### src/rtl/pm_clock_pkg.sv
package pm_clock_pkg;
  // special-function register addresses
  localparam logic [7:0] ADDR_EXT_INT_FLAGS = 8'h91;
  localparam logic [7:0] ADDR_POWER_MGMT    = 8'hc4;
  localparam logic [7:0] ADDR_STATUS        = 8'hc5;
  // power_management field positions
  localparam int BIT_DIV_HI      = 7;
  localparam int BIT_DIV_LO      = 6;
  localparam int BIT_SWITCHBACK  = 5;
  localparam int BIT_XTAL_OFF    = 3;
  // external_int_flags field positions
  localparam int BIT_SRC_SELECT  = 3;
  localparam int BIT_SRC_STATUS  = 2;
  // status field positions
  localparam int BIT_PF_SERVICE  = 7;
  localparam int BIT_HI_SERVICE  = 6;
  localparam int BIT_LO_SERVICE  = 5;
  localparam int BIT_XTAL_READY  = 4;
  localparam int BIT_TX1_ACTIVE  = 3;
  localparam int BIT_RX1_ACTIVE  = 2;
  localparam int BIT_TX0_ACTIVE  = 1;
  localparam int BIT_RX0_ACTIVE  = 0;
  // divider codes
  localparam logic [1:0] DIV_RESERVED = 2'h0;
  localparam logic [1:0] DIV_4        = 2'h1;
  localparam logic [1:0] DIV_64       = 2'h2;
  localparam logic [1:0] DIV_1024     = 2'h3;
  // clocks per machine cycle
  localparam int CLK_PER_CYCLE_4    = 4;
  localparam int CLK_PER_CYCLE_64   = 64;
  localparam int CLK_PER_CYCLE_1024 = 1024;
  // crystal warm-up, in crystal clocks
  localparam int XTAL_WARMUP_CLOCKS = 65536;
  // reset values
  localparam logic       RST_SRC_SELECT = 1'b1;
  localparam logic       RST_XTAL_READY = 1'b1;
  localparam logic [9:0] CNT_ZERO       = 10'h000;
  localparam logic [9:0] CNT_ONE        = 10'h001;
endpackage : pm_clock_pkg

### src/rtl/pm_clock_divider.sv
`timescale 1ns/1ps
// What this block does
// - normal rate: one machine cycle per four clocks
// - reduced modes divide by 64 or 1024
// - only software writes enter reduced modes
// - divider code 01=4, 10=64, 11=1024
// - new divider applies one machine cycle later
// - divided tick clocks every function outside idle, timers too
// - reduced codes accepted only from 4-clock state
// - hardware switchback only when enable bit set
// - enabled external interrupt triggers switchback
// - receiver start-bit edge triggers switchback
// - transmit buffer write triggers switchback
// - interrupt must be takeable to trigger switchback
// - ring source and crystal shutdown supported
// - divider and source are independent controls
// - idle peripherals tick at clock divided four
// - source select bit, read-only active status
// - crystal disable allowed only on ring
// - crystal ready after warm-up gates crystal select
// - switchback restores divider only, not source
module pm_clock_divider
  import pm_clock_pkg::*;
#(
  parameter int WARMUP_CLOCKS = XTAL_WARMUP_CLOCKS
) (
  // clock and reset
  input  wire logic       clk,
  input  wire logic       arst_n,
  input  wire logic       clkEn,
  // special-function register port from the core
  input  wire logic [7:0] sfrAddr,
  input  wire logic [7:0] sfrWrData,
  input  wire logic       sfrWrite,
  input  wire logic       sfrRead,
  output logic      [7:0] sfrRdData,
  // core state
  input  wire logic       idleMode,
  // interrupt controller: per-source request already gated by enable and priority
  input  wire logic       extIntTakeable,
  input  wire logic       pfInService,
  input  wire logic       hiInService,
  input  wire logic       loInService,
  // serial ports (same clock domain)
  input  wire logic       rxStartEdge,
  input  wire logic       txBufferWrite,
  input  wire logic [3:0] serialActivity,
  // clock tree controls
  output logic            machineTick,
  output logic            peripheralTick,
  output logic            ringSelected,
  output logic            crystalAmpOff,
  output logic [1:0]      dividerActive
);

  // divider state
  logic [1:0] divSelect;        // software-visible divider field
  logic [1:0] next_divSelect;
  logic [1:0] divApplied;       // code the counter really uses
  logic [1:0] next_divApplied;
  logic       pendingApply;     // new code waits for cycle boundary
  logic       next_pendingApply;
  logic [9:0] cycleCnt;         // clocks within a machine cycle
  logic [9:0] next_cycleCnt;
  logic [1:0] fourCnt;          // fixed divide-by-4 for idle peripherals
  logic [1:0] next_fourCnt;
  // control bits
  logic       switchbackEnable;
  logic       next_switchbackEnable;
  logic       srcSelect;        // 1 crystal, 0 ring
  logic       next_srcSelect;
  logic       srcActive;        // 1 while ring runs the core
  logic       next_srcActive;
  logic       xtalOff;
  logic       next_xtalOff;
  logic       xtalReady;
  logic       next_xtalReady;
  logic [16:0] warmCnt;         // wide enough for the default warm-up
  logic [16:0] next_warmCnt;
  // output flops
  logic       next_machineTick;
  logic       next_peripheralTick;
  logic [7:0] next_sfrRdData;

  // helper terms
  // decodes kept combinational; they only feed registers
  logic       cycleEnd;
  logic [9:0] cycleLast;
  logic       hwSwitchback;
  logic       wrPower;
  logic       wrFlags;

  // code to cycle length
  // last count value of the current machine cycle; the reserved code never
  // reaches divApplied, so the default arm serves the 4-clock code only
  always_comb begin
    case (divApplied)
      DIV_64:   cycleLast = 10'(CLK_PER_CYCLE_64 - 1);
      DIV_1024: cycleLast = 10'(CLK_PER_CYCLE_1024 - 1);
      default:  cycleLast = 10'(CLK_PER_CYCLE_4 - 1);
    endcase
  end

  // machine-cycle boundary and register write decodes
  assign cycleEnd = (cycleCnt == cycleLast);
  assign wrPower  = sfrWrite && (sfrAddr == ADDR_POWER_MGMT);
  assign wrFlags  = sfrWrite && (sfrAddr == ADDR_EXT_INT_FLAGS);
  // hardware exit; interrupt input already reflects enable and priority
  // enable gate
  assign hwSwitchback = switchbackEnable && (extIntTakeable || rxStartEdge || txBufferWrite);

  // divider control and cycle counter
  // every field except cycleCnt and fourCnt holds unless a write, a trigger or a boundary moves it
  always_comb begin
    next_divSelect        = divSelect;
    next_divApplied       = divApplied;
    next_pendingApply     = pendingApply;
    next_switchbackEnable = switchbackEnable;
    next_xtalOff          = xtalOff;
    // counters run freely; fourCnt stays in step with the low bits of cycleCnt
    next_cycleCnt         = cycleEnd ? CNT_ZERO : cycleCnt + CNT_ONE;
    next_fourCnt          = fourCnt + 2'(1);
    if (wrPower) begin
      // switchback enable is written without restriction
      next_switchbackEnable = sfrWrData[BIT_SWITCHBACK];
      if (sfrWrData[BIT_DIV_HI:BIT_DIV_LO] == DIV_4) begin
        next_divSelect    = DIV_4;
        next_pendingApply = 1'b1;
      // reduced from 4 only
      // the running rate must be 4 as well, so a pending exit blocks re-entry
      end else if (sfrWrData[BIT_DIV_HI:BIT_DIV_LO] != DIV_RESERVED &&
                   divSelect == DIV_4 && divApplied == DIV_4) begin
        next_divSelect    = sfrWrData[BIT_DIV_HI:BIT_DIV_LO];
        next_pendingApply = 1'b1;
      end
      // any other code, 00 included, leaves the field as it was
      // crystal off needs ring
      if (!sfrWrData[BIT_XTAL_OFF]) begin
        // turning the amplifier back on is always allowed
        next_xtalOff = 1'b0;
      end else if (!srcSelect) begin
        next_xtalOff = 1'b1;
      end
    end
    // switchback touches divider only
    // a trigger beats a reduced-rate write in the same cycle
    if (hwSwitchback && next_divSelect != DIV_4) begin
      next_divSelect    = DIV_4;
      next_pendingApply = 1'b1;
    end
    // apply at cycle end
    // a write landing on this edge waits for the next boundary
    if (pendingApply && cycleEnd) begin
      next_divApplied   = divSelect;
      next_pendingApply = (next_divSelect != divSelect);
    end
  end

  // divider registers; clkEn low freezes the whole group
  always_ff @(posedge clk or negedge arst_n) begin
    if (!arst_n) begin
      // reset lands on the 4-clock rate with nothing pending
      divSelect        <= DIV_4;
      divApplied       <= DIV_4;
      pendingApply     <= 1'b0;
      cycleCnt         <= CNT_ZERO;
      fourCnt          <= 2'h0;
      switchbackEnable <= 1'b0;
      xtalOff          <= 1'b0;
    end else if (clkEn) begin
      divSelect        <= next_divSelect;
      divApplied       <= next_divApplied;
      pendingApply     <= next_pendingApply;
      cycleCnt         <= next_cycleCnt;
      fourCnt          <= next_fourCnt;
      switchbackEnable <= next_switchbackEnable;
      xtalOff          <= next_xtalOff;
    end
  end

  // clock source, crystal warm-up and source switch
  always_comb begin
    next_srcSelect = srcSelect;
    next_srcActive = srcActive;
    next_xtalReady = xtalReady;
    next_warmCnt   = warmCnt;
    if (wrFlags) begin
      if (!sfrWrData[BIT_SRC_SELECT]) begin
        // the ring may be chosen at any time
        next_srcSelect = 1'b0;
      end else if (xtalReady && !xtalOff) begin
        // the crystal only once it is powered and warm
        next_srcSelect = 1'b1;
      end
    end
    // warm-up counter; core clock stands in for crystal clocks
    // limitation: on a slow ring the warm-up lasts longer in time
    if (xtalOff) begin
      // amplifier off drops readiness and restarts the count
      next_xtalReady = 1'b0;
      next_warmCnt   = 17'h00000;
    end else if (!xtalReady) begin
      if (warmCnt >= 17'(WARMUP_CLOCKS - 1)) begin
        next_xtalReady = 1'b1;
      end else begin
        next_warmCnt = warmCnt + 17'h00001;
      end
    end
    // source change lands at cycle end, one cycle delay
    // independent of divider
    // swapping only at a boundary keeps a machine cycle from being cut short
    if (cycleEnd) begin
      next_srcActive = !srcSelect;
    end
  end

  // source registers
  always_ff @(posedge clk or negedge arst_n) begin
    if (!arst_n) begin
      // crystal selected and counted as ready out of reset
      srcSelect <= RST_SRC_SELECT;
      srcActive <= 1'b0;
      xtalReady <= RST_XTAL_READY;
      warmCnt   <= 17'h00000;
    end else if (clkEn) begin
      srcSelect <= next_srcSelect;
      srcActive <= next_srcActive;
      xtalReady <= next_xtalReady;
      warmCnt   <= next_warmCnt;
    end
  end

  // ticks and read data; reads have no side effects
  always_comb begin
    next_machineTick    = cycleEnd;
    // idle runs peripherals at divide four
    // fourCnt shares the phase of cycleCnt, so entering idle adds no short tick
    next_peripheralTick = idleMode ? (fourCnt == 2'(CLK_PER_CYCLE_4 - 1)) : cycleEnd;
    // a quiet bus reads zero, so a stray capture is harmless
    next_sfrRdData      = 8'h00;
    if (sfrRead) begin
      case (sfrAddr)
        ADDR_POWER_MGMT: begin
          // control fields read back as stored
          next_sfrRdData[BIT_DIV_HI:BIT_DIV_LO] = divSelect;
          next_sfrRdData[BIT_SWITCHBACK]        = switchbackEnable;
          next_sfrRdData[BIT_XTAL_OFF]          = xtalOff;
        end
        ADDR_EXT_INT_FLAGS: begin
          // selection and the source really in use
          next_sfrRdData[BIT_SRC_SELECT] = srcSelect;
          next_sfrRdData[BIT_SRC_STATUS] = srcActive;
        end
        ADDR_STATUS: begin
          // interrupt service levels and crystal ready
          next_sfrRdData[BIT_PF_SERVICE] = pfInService;
          next_sfrRdData[BIT_HI_SERVICE] = hiInService;
          next_sfrRdData[BIT_LO_SERVICE] = loInService;
          next_sfrRdData[BIT_XTAL_READY] = xtalReady;
          // serial activity arrives as {tx1, rx1, tx0, rx0}
          next_sfrRdData[BIT_TX1_ACTIVE] = serialActivity[3];
          next_sfrRdData[BIT_RX1_ACTIVE] = serialActivity[2];
          next_sfrRdData[BIT_TX0_ACTIVE] = serialActivity[1];
          next_sfrRdData[BIT_RX0_ACTIVE] = serialActivity[0];
        end
        // unmapped addresses read zero
        default: next_sfrRdData = 8'h00;
      endcase
    end
  end

  // output registers
  // outputs load the next values, so they match the internal state exactly
  always_ff @(posedge clk or negedge arst_n) begin
    if (!arst_n) begin
      machineTick    <= 1'b0;
      peripheralTick <= 1'b0;
      sfrRdData      <= 8'h00;
      ringSelected   <= 1'b0;
      crystalAmpOff  <= 1'b0;
      dividerActive  <= DIV_4;
    end else if (clkEn) begin
      machineTick    <= next_machineTick;
      peripheralTick <= next_peripheralTick;
      sfrRdData      <= next_sfrRdData;
      ringSelected   <= next_srcActive;
      crystalAmpOff  <= next_xtalOff;
      dividerActive  <= next_divApplied;
    end
  end

endmodule : pm_clock_divider

### config.mk
export PLATFORM = sky130hd
export DESIGN_NAME = pm_clock_divider
export DESIGN_NICKNAME = d
export VERILOG_FILES = /design/src/rtl/pm_clock_pkg.sv /design/src/rtl/pm_clock_divider.sv
export SDC_FILE = /design/constraint.sdc
export NUM_CORES = 1
export LEC_CHECK = 0
export BUFFER_PORTS_ARGS = -buffer_cell sky130_fd_sc_hd__buf_2
export CAP_MARGIN = 40
export CORE_MARGIN = 2
export CORE_UTILIZATION = 56
export DETAILED_ROUTE_END_ITERATION = 12
export PLACE_DENSITY = 0.8
export SLEW_MARGIN = 20
export SYNTH_ARGS = -nofsm -noshare
export SYNTH_HDL_FRONTEND = slang
export SYNTH_SLANG_ARGS = --single-unit
export TNS_END_PERCENT = 30
### constraint.sdc
create_clock -name clk -period 3.4 [get_ports clk]
set_clock_uncertainty 0.15 [all_clocks]
set_input_delay 1.02 -clock clk [delete_from_list [all_inputs] [get_ports clk]]
set_output_delay 1.02 -clock clk [all_outputs]
set_load 0.02 [all_outputs]
[Word level (Yosys, flattened, before mapping)]
Index checks and enable logic that the tools add are counted.
Cells by class
  muxes and demuxes: 31
  equality and inequality tests: 16
  reduce and logical (&&, ||, !) cells: 22
  add/subtract/negate cells: 3
  magnitude comparators: 1
Operator list (number)
  $mux 17: 3
  $eq 8x8->1 const B: 3
  $pmux 10 s2: 1
  $add 17x1->17 const B: 1
  $ge 17x16->1 const B: 1
  $mux 1: 16
  $mux 2: 6
  $reduce_and 3->1: 4
  $add 10x1->10 const B: 1
  $eq 10x10->1: 1
  $mux 10: 1
  $logic_and 1x1->1: 8
  $mux 8: 1
  $eq 2x1->1 const B: 3
  $eq 2x2->1 const B: 3
  $ne 2x2->1 const B: 3
  $pmux 3 s2: 1
  $reduce_and 2->1: 3
  $ne 2x1->1 const B: 2
  $reduce_bool 4->1: 1
  $pmux 1 s3: 1
  $reduce_bool 3->1: 1
  $add 2x1->2 const B: 1
  $logic_not 1->1: 2
  other kinds (4): 5
Storage, ports and cells
  output and inout bits: 14
  bits in registers: 49
  input port bits: 32
  word-level logic and storage cells: 87

[Logic depth before layout (Yosys ltp)]
  depth in word-level cells: 11
  mapped depth: 10
  gate-level depth less buffers: 9

[Worst setup path before layout]
OpenSTA, ideal clock, no wires.
  kind: flip-flop to flip-flop
  start point: register warmCnt[7]
  end point: register warmCnt[13]
  arrival time: 2.056 ns
  library setup time: 0.132 ns
  cell stages (with the launch flop): 11
  period minus slack after synthesis: 2.338 ns
  data required time: 3.118 ns
  path slack: 1.062 ns
  buffers on the path: 1
  path through: dfrtp_1 nand4_4 nor3_4 and4_1 ha_1 nor4b_4 buf_4 nand3_1 nor3b_1 xnor2_1 nor2_1
On the way
  word-level cells in the longest chain between the ends: 4
  elaborated cells on any way between the ends: 7
  classes of those cells: 1 x add/sub; 1 x order compare; 1 x eq/ne; 3 x mux; 1 x reduce/logical
RTL lines
  from (decl): RTL line pm_clock_divider.sv:78  | logic [16:0] warmCnt;
  from (signal assigned): RTL line pm_clock_divider.sv:229  | warmCnt <= next_warmCnt;
  $add 17x1->17: RTL line pm_clock_divider.sv:206  | next_warmCnt = warmCnt + 17'h00001;
  $mux 17: RTL line pm_clock_divider.sv:203  | if (warmCnt >= 17'(WARMUP_CLOCKS - 1)) begin
  $mux 17: RTL line pm_clock_divider.sv:202  | end else if (!xtalReady) begin
  $mux 17: RTL line pm_clock_divider.sv:198  | if (xtalOff) begin
Several ways; a longest one is shown, not always the timed one. The select of a mux whose other input is x is not followed.
A chain may end at the register's enable or synchronous reset.

[Final worst setup path]
  start point: register warmCnt[7]
  end point: register warmCnt[6]
On the way
  word-level cells in the longest chain between the ends: 3
RTL lines (RTL line)
  $ge 17x16->1: pm_clock_divider.sv:203
  $ne 2x2->1 (no source line)
  $reduce_and 3->1 (no source line)
Every way passes these cells.

==> impl_metrics.yaml <==
route:
  firstDrtPassIters: 4
  vias: 2147
  drc: 0
  wl_per_cell_um: 13.95
  wl_um: 5132
  viasPerCell: 5.834
  drtIter0Drc: 93
  postRouteAntennaNets: 0
finish:
  multiInputGateArea_mm2: 0.001315
  layout-drive-gt1-share_pct: 22.61
  finalNonFillerCells: 368
  nets: 349
  regArea_mm2: 0.001231
  insertedDiodeCount: 0
  nFillCells: 380
  fin_area_mm2: 0.002999
  syn_to_final_growth_pct: 13.17
timing:
  max_freq_mhz: 391.2
  fin_crit_sh_pct: 75.18
  finalSetupTns_ns: 0
  setup_viol: 0
  finalCriticalPeriod_ns: 2.556
  grt_setup_unrepaired: "false"
  maxSlewHeadroom_pct: 55.39
  worst_slew_pin_slew_ns: 0.6599
  slew_viol_final: 0
  hold_viol: 0
  fin_hold_ws_ns: 0.3386
run_status:
  outcome: "finished, final reports clean"
worst_setup_path:
  worstPathMaxFanout: 10
  worst-setup-path-type: "flip-flop to flip-flop"
  cp-startpoint: "warmCnt[7]"
  cp.arrival_ns: 2.65
  crit_required_ns: 3.49
  path_cells: "nand4_4, nor3_4, and4_1, ha_1, nor4b_4, buf_4, nand4_1, a21oi_2, a311o_1, nand2_1"
  timing.rr.start: "warmCnt[7]"
  worst_path_max_delay_cell: "dfrtp_1"
  worstSetupEndpointType: "flip-flop"
  cp_num_buf_inv: 1
  critPathMaxStageDelay_ns: 0.47
  crit_family: "simple AND/OR/NAND/NOR gates"
  startpoint_type: "flip-flop"
floorplanning:
  ios: 46
  die-area_mm2: 0.005298
  die_x_um: 72.79
  num_rows: 25
  start_util_pct: 57.24
  core_area_mm2: 0.004629
  die_h_um: 72.79
synth:
  post_synth.cell_area_avg_um2: 9.779
  synthCells: 271
  seq_area_frac_synth_pct: 46.46
  synth_warnings: 0
  synth_seq_cells: 49
  syn-num-nets: 307
  synth_largest_area_cell: "dfrtp_1"
  synthArstFlopShare_pct: 100.0
  synth_edf_count: 0
  yosysMostFrequentCell: "dfrtp_1"
  synth_cell_types: 56
  synthTopCellsByCount: "dfrtp_1 (45), nor2_1 (32), nand2_1 (23)"
  synth_top_area_share_pct: 42.49
  ys.flop_type: "dfrtp_1"
  synthTopCellsByArea: "dfrtp_1 (42%), xnor2_1 (4.6%), nor2_1 (4.5%), dfstp_2 (4.0%), nand2_1 (3.3%)"
  syn_area_mm2: 0.002650
power:
  power_frac_comb_pct: 18.8
  p_sw_share_pct: 30.05
  pwr-share-clk_pct: 26.8
  seqPwrFrac_pct: 54.4
  power_switching_mw: 0.3928
  internal_power_mw: 0.9143
  p_leak_nw: 1.422
  ir_drop_mv: 0.2348
  powerDensity_mw_per_mm2: 435.8
placement:
  portBuffers: 41
  place_congestion: 0.8676
  dp.cells: 360
  place_area_mm2: 0.002905
  place_hpwl_um: 3774
clock_network:
  cts_resized: 0
  clk_transition_reported_paths_ns: 0.10
  cts_made_buffers: 5
  cts_hold_buf: 0
  clockBufferDepth: 2
  root_buffer: "clkbuf_8"
  htreeDepth: 2
  cts.sinks: 49
  cts_tree: "yes"
  clk_latency_ns: 0.30
  post_cts.repair.setup_buffers: 0
global_route:
  track_usage_pct: 20.65
  grt_overflow: 0
  antenna_found_initial: 0
  grt_pass1_vias: 2003
  grt_max_degree: 31
  grt_pass1_wl_um: 8618
job:
  max_cap_violations: 0
worst_hold_path:
  hp-class: "flip-flop to flip-flop"
  min_from: "fourCnt[0]"
==> layer usage <==
metal	up-vias	share of wire (%)	global-route usage [%]
met5	-	0	0
met4	0	1.9	6.790
met3	9	4.0	3.867
met2	53	49	35.76
met1	1037	45	26.04
li1	1048	-	-
==> area by class of cell <==
cell class,instances,share of cell area (%)
multi-input cells,196,43.85
flip-flops and latches,49,41.05
repair buffers,44,7.593
clock buffers,5,2.295
well taps,54,2.253
inverters,17,2.128
clock inverters,3,0.8344
==> cells in the final DEF, fill, tap and decap left out, types with 4 or more instances in the layout <==
| cell | count |
|---|---|
| mux2_2 | 6 |
| buf_2 | 41 |
| and3_1 | 6 |
| nand4_1 | 7 |
| dfstp_2 | 4 |
| nor3_1 | 4 |
| o22ai_1 | 5 |
| o21ai_0 | 9 |
| xnor2_1 | 14 |
| inv_1 | 17 |
| xor2_1 | 5 |
| a21oi_1 | 9 |
| nor3b_1 | 6 |
| clkbuf_8 | 5 |
| nor2_1 | 32 |
| nand2_1 | 23 |
| dfrtp_1 | 45 |
| nand3_1 | 11 |
| nand2b_1 | 4 |
| mux2i_1 | 6 |
| ha_1 | 4 |
| nor2b_1 | 4 |
==> power groups by stage <==
stage          logic (mW)  registers, mW  clock network [mW]
3_3_place_gp        0.239          0.718                   0
3_5_place_dp        0.248          0.724                   0
4_1_cts             0.249          0.712               0.367
6_report            0.246          0.711               0.350
2_1_floorplan       0.161          0.723                   0
5_1_grt             0.283          0.724               0.390
==> per-stage QoR <==
step           util [%]  worst slack (ns)  total power [mW]
2_1_floorplan         -             1.062            0.8844
3_3_place_gp      62.76            0.8160            0.9564
3_5_place_dp      62.76            0.7534            0.9713
4_1_cts           64.78            0.8251             1.328
5_1_grt           64.78            0.6781             1.397
6_report          64.78            0.8440             1.307
==> state kept, by name, indices dropped and copies added (netlist names) <==
register          cells
crystalAmpOff         1
srcSelect             1
peripheralTick        1
divSelect             2
fourCnt               2
xtalReady             1
dividerActive         2
ringSelected          1
sfrRdData             8
warmCnt              17
pendingApply          1
machineTick           1
switchbackEnable      1
cycleCnt             10
==> final timing paths <==
path	slack, ns	cells after the start	end
max	0.84	10	warmCnt[6]
min	0.34	1	fourCnt[0]
max reg2reg	0.84	10	warmCnt[6]
min reg2reg	0.34	1	fourCnt[0]
max in group asynchronous	1.81	2	srcSelect
min in group asynchronous	0.50	1	cycleCnt[8]
==> cell families (layout without fill, tap and decap cells) <==
family                     count (synthesis)  count (layout)  share of synthesized area [%]
and+or+nand+nor                          117             117                          25.17
muxes                                     12              12                          4.816
xor gates and xnor gates                  19              19                          6.280
DFF                                       49              49                          46.46
AOI/OAI and AO/OA                         44              44                          11.47
adders and majority gates                  4               4                          1.889
buffers and inverters                     26              69                          3.919
==> worst reg2reg max path, stage by stage, from the launching register on <==
cell and delay (ns):
dfrtp_1 0.47, nand4_4 0.17, nor3_4 0.44, and4_1 0.25, ha_1 0.19, nor4b_4 0.06, buf_4 0.17, nand4_1 0.11
a21oi_2 0.06, a311o_1 0.37, nand2_1 0.05
(Power assumes the default switching activity.)
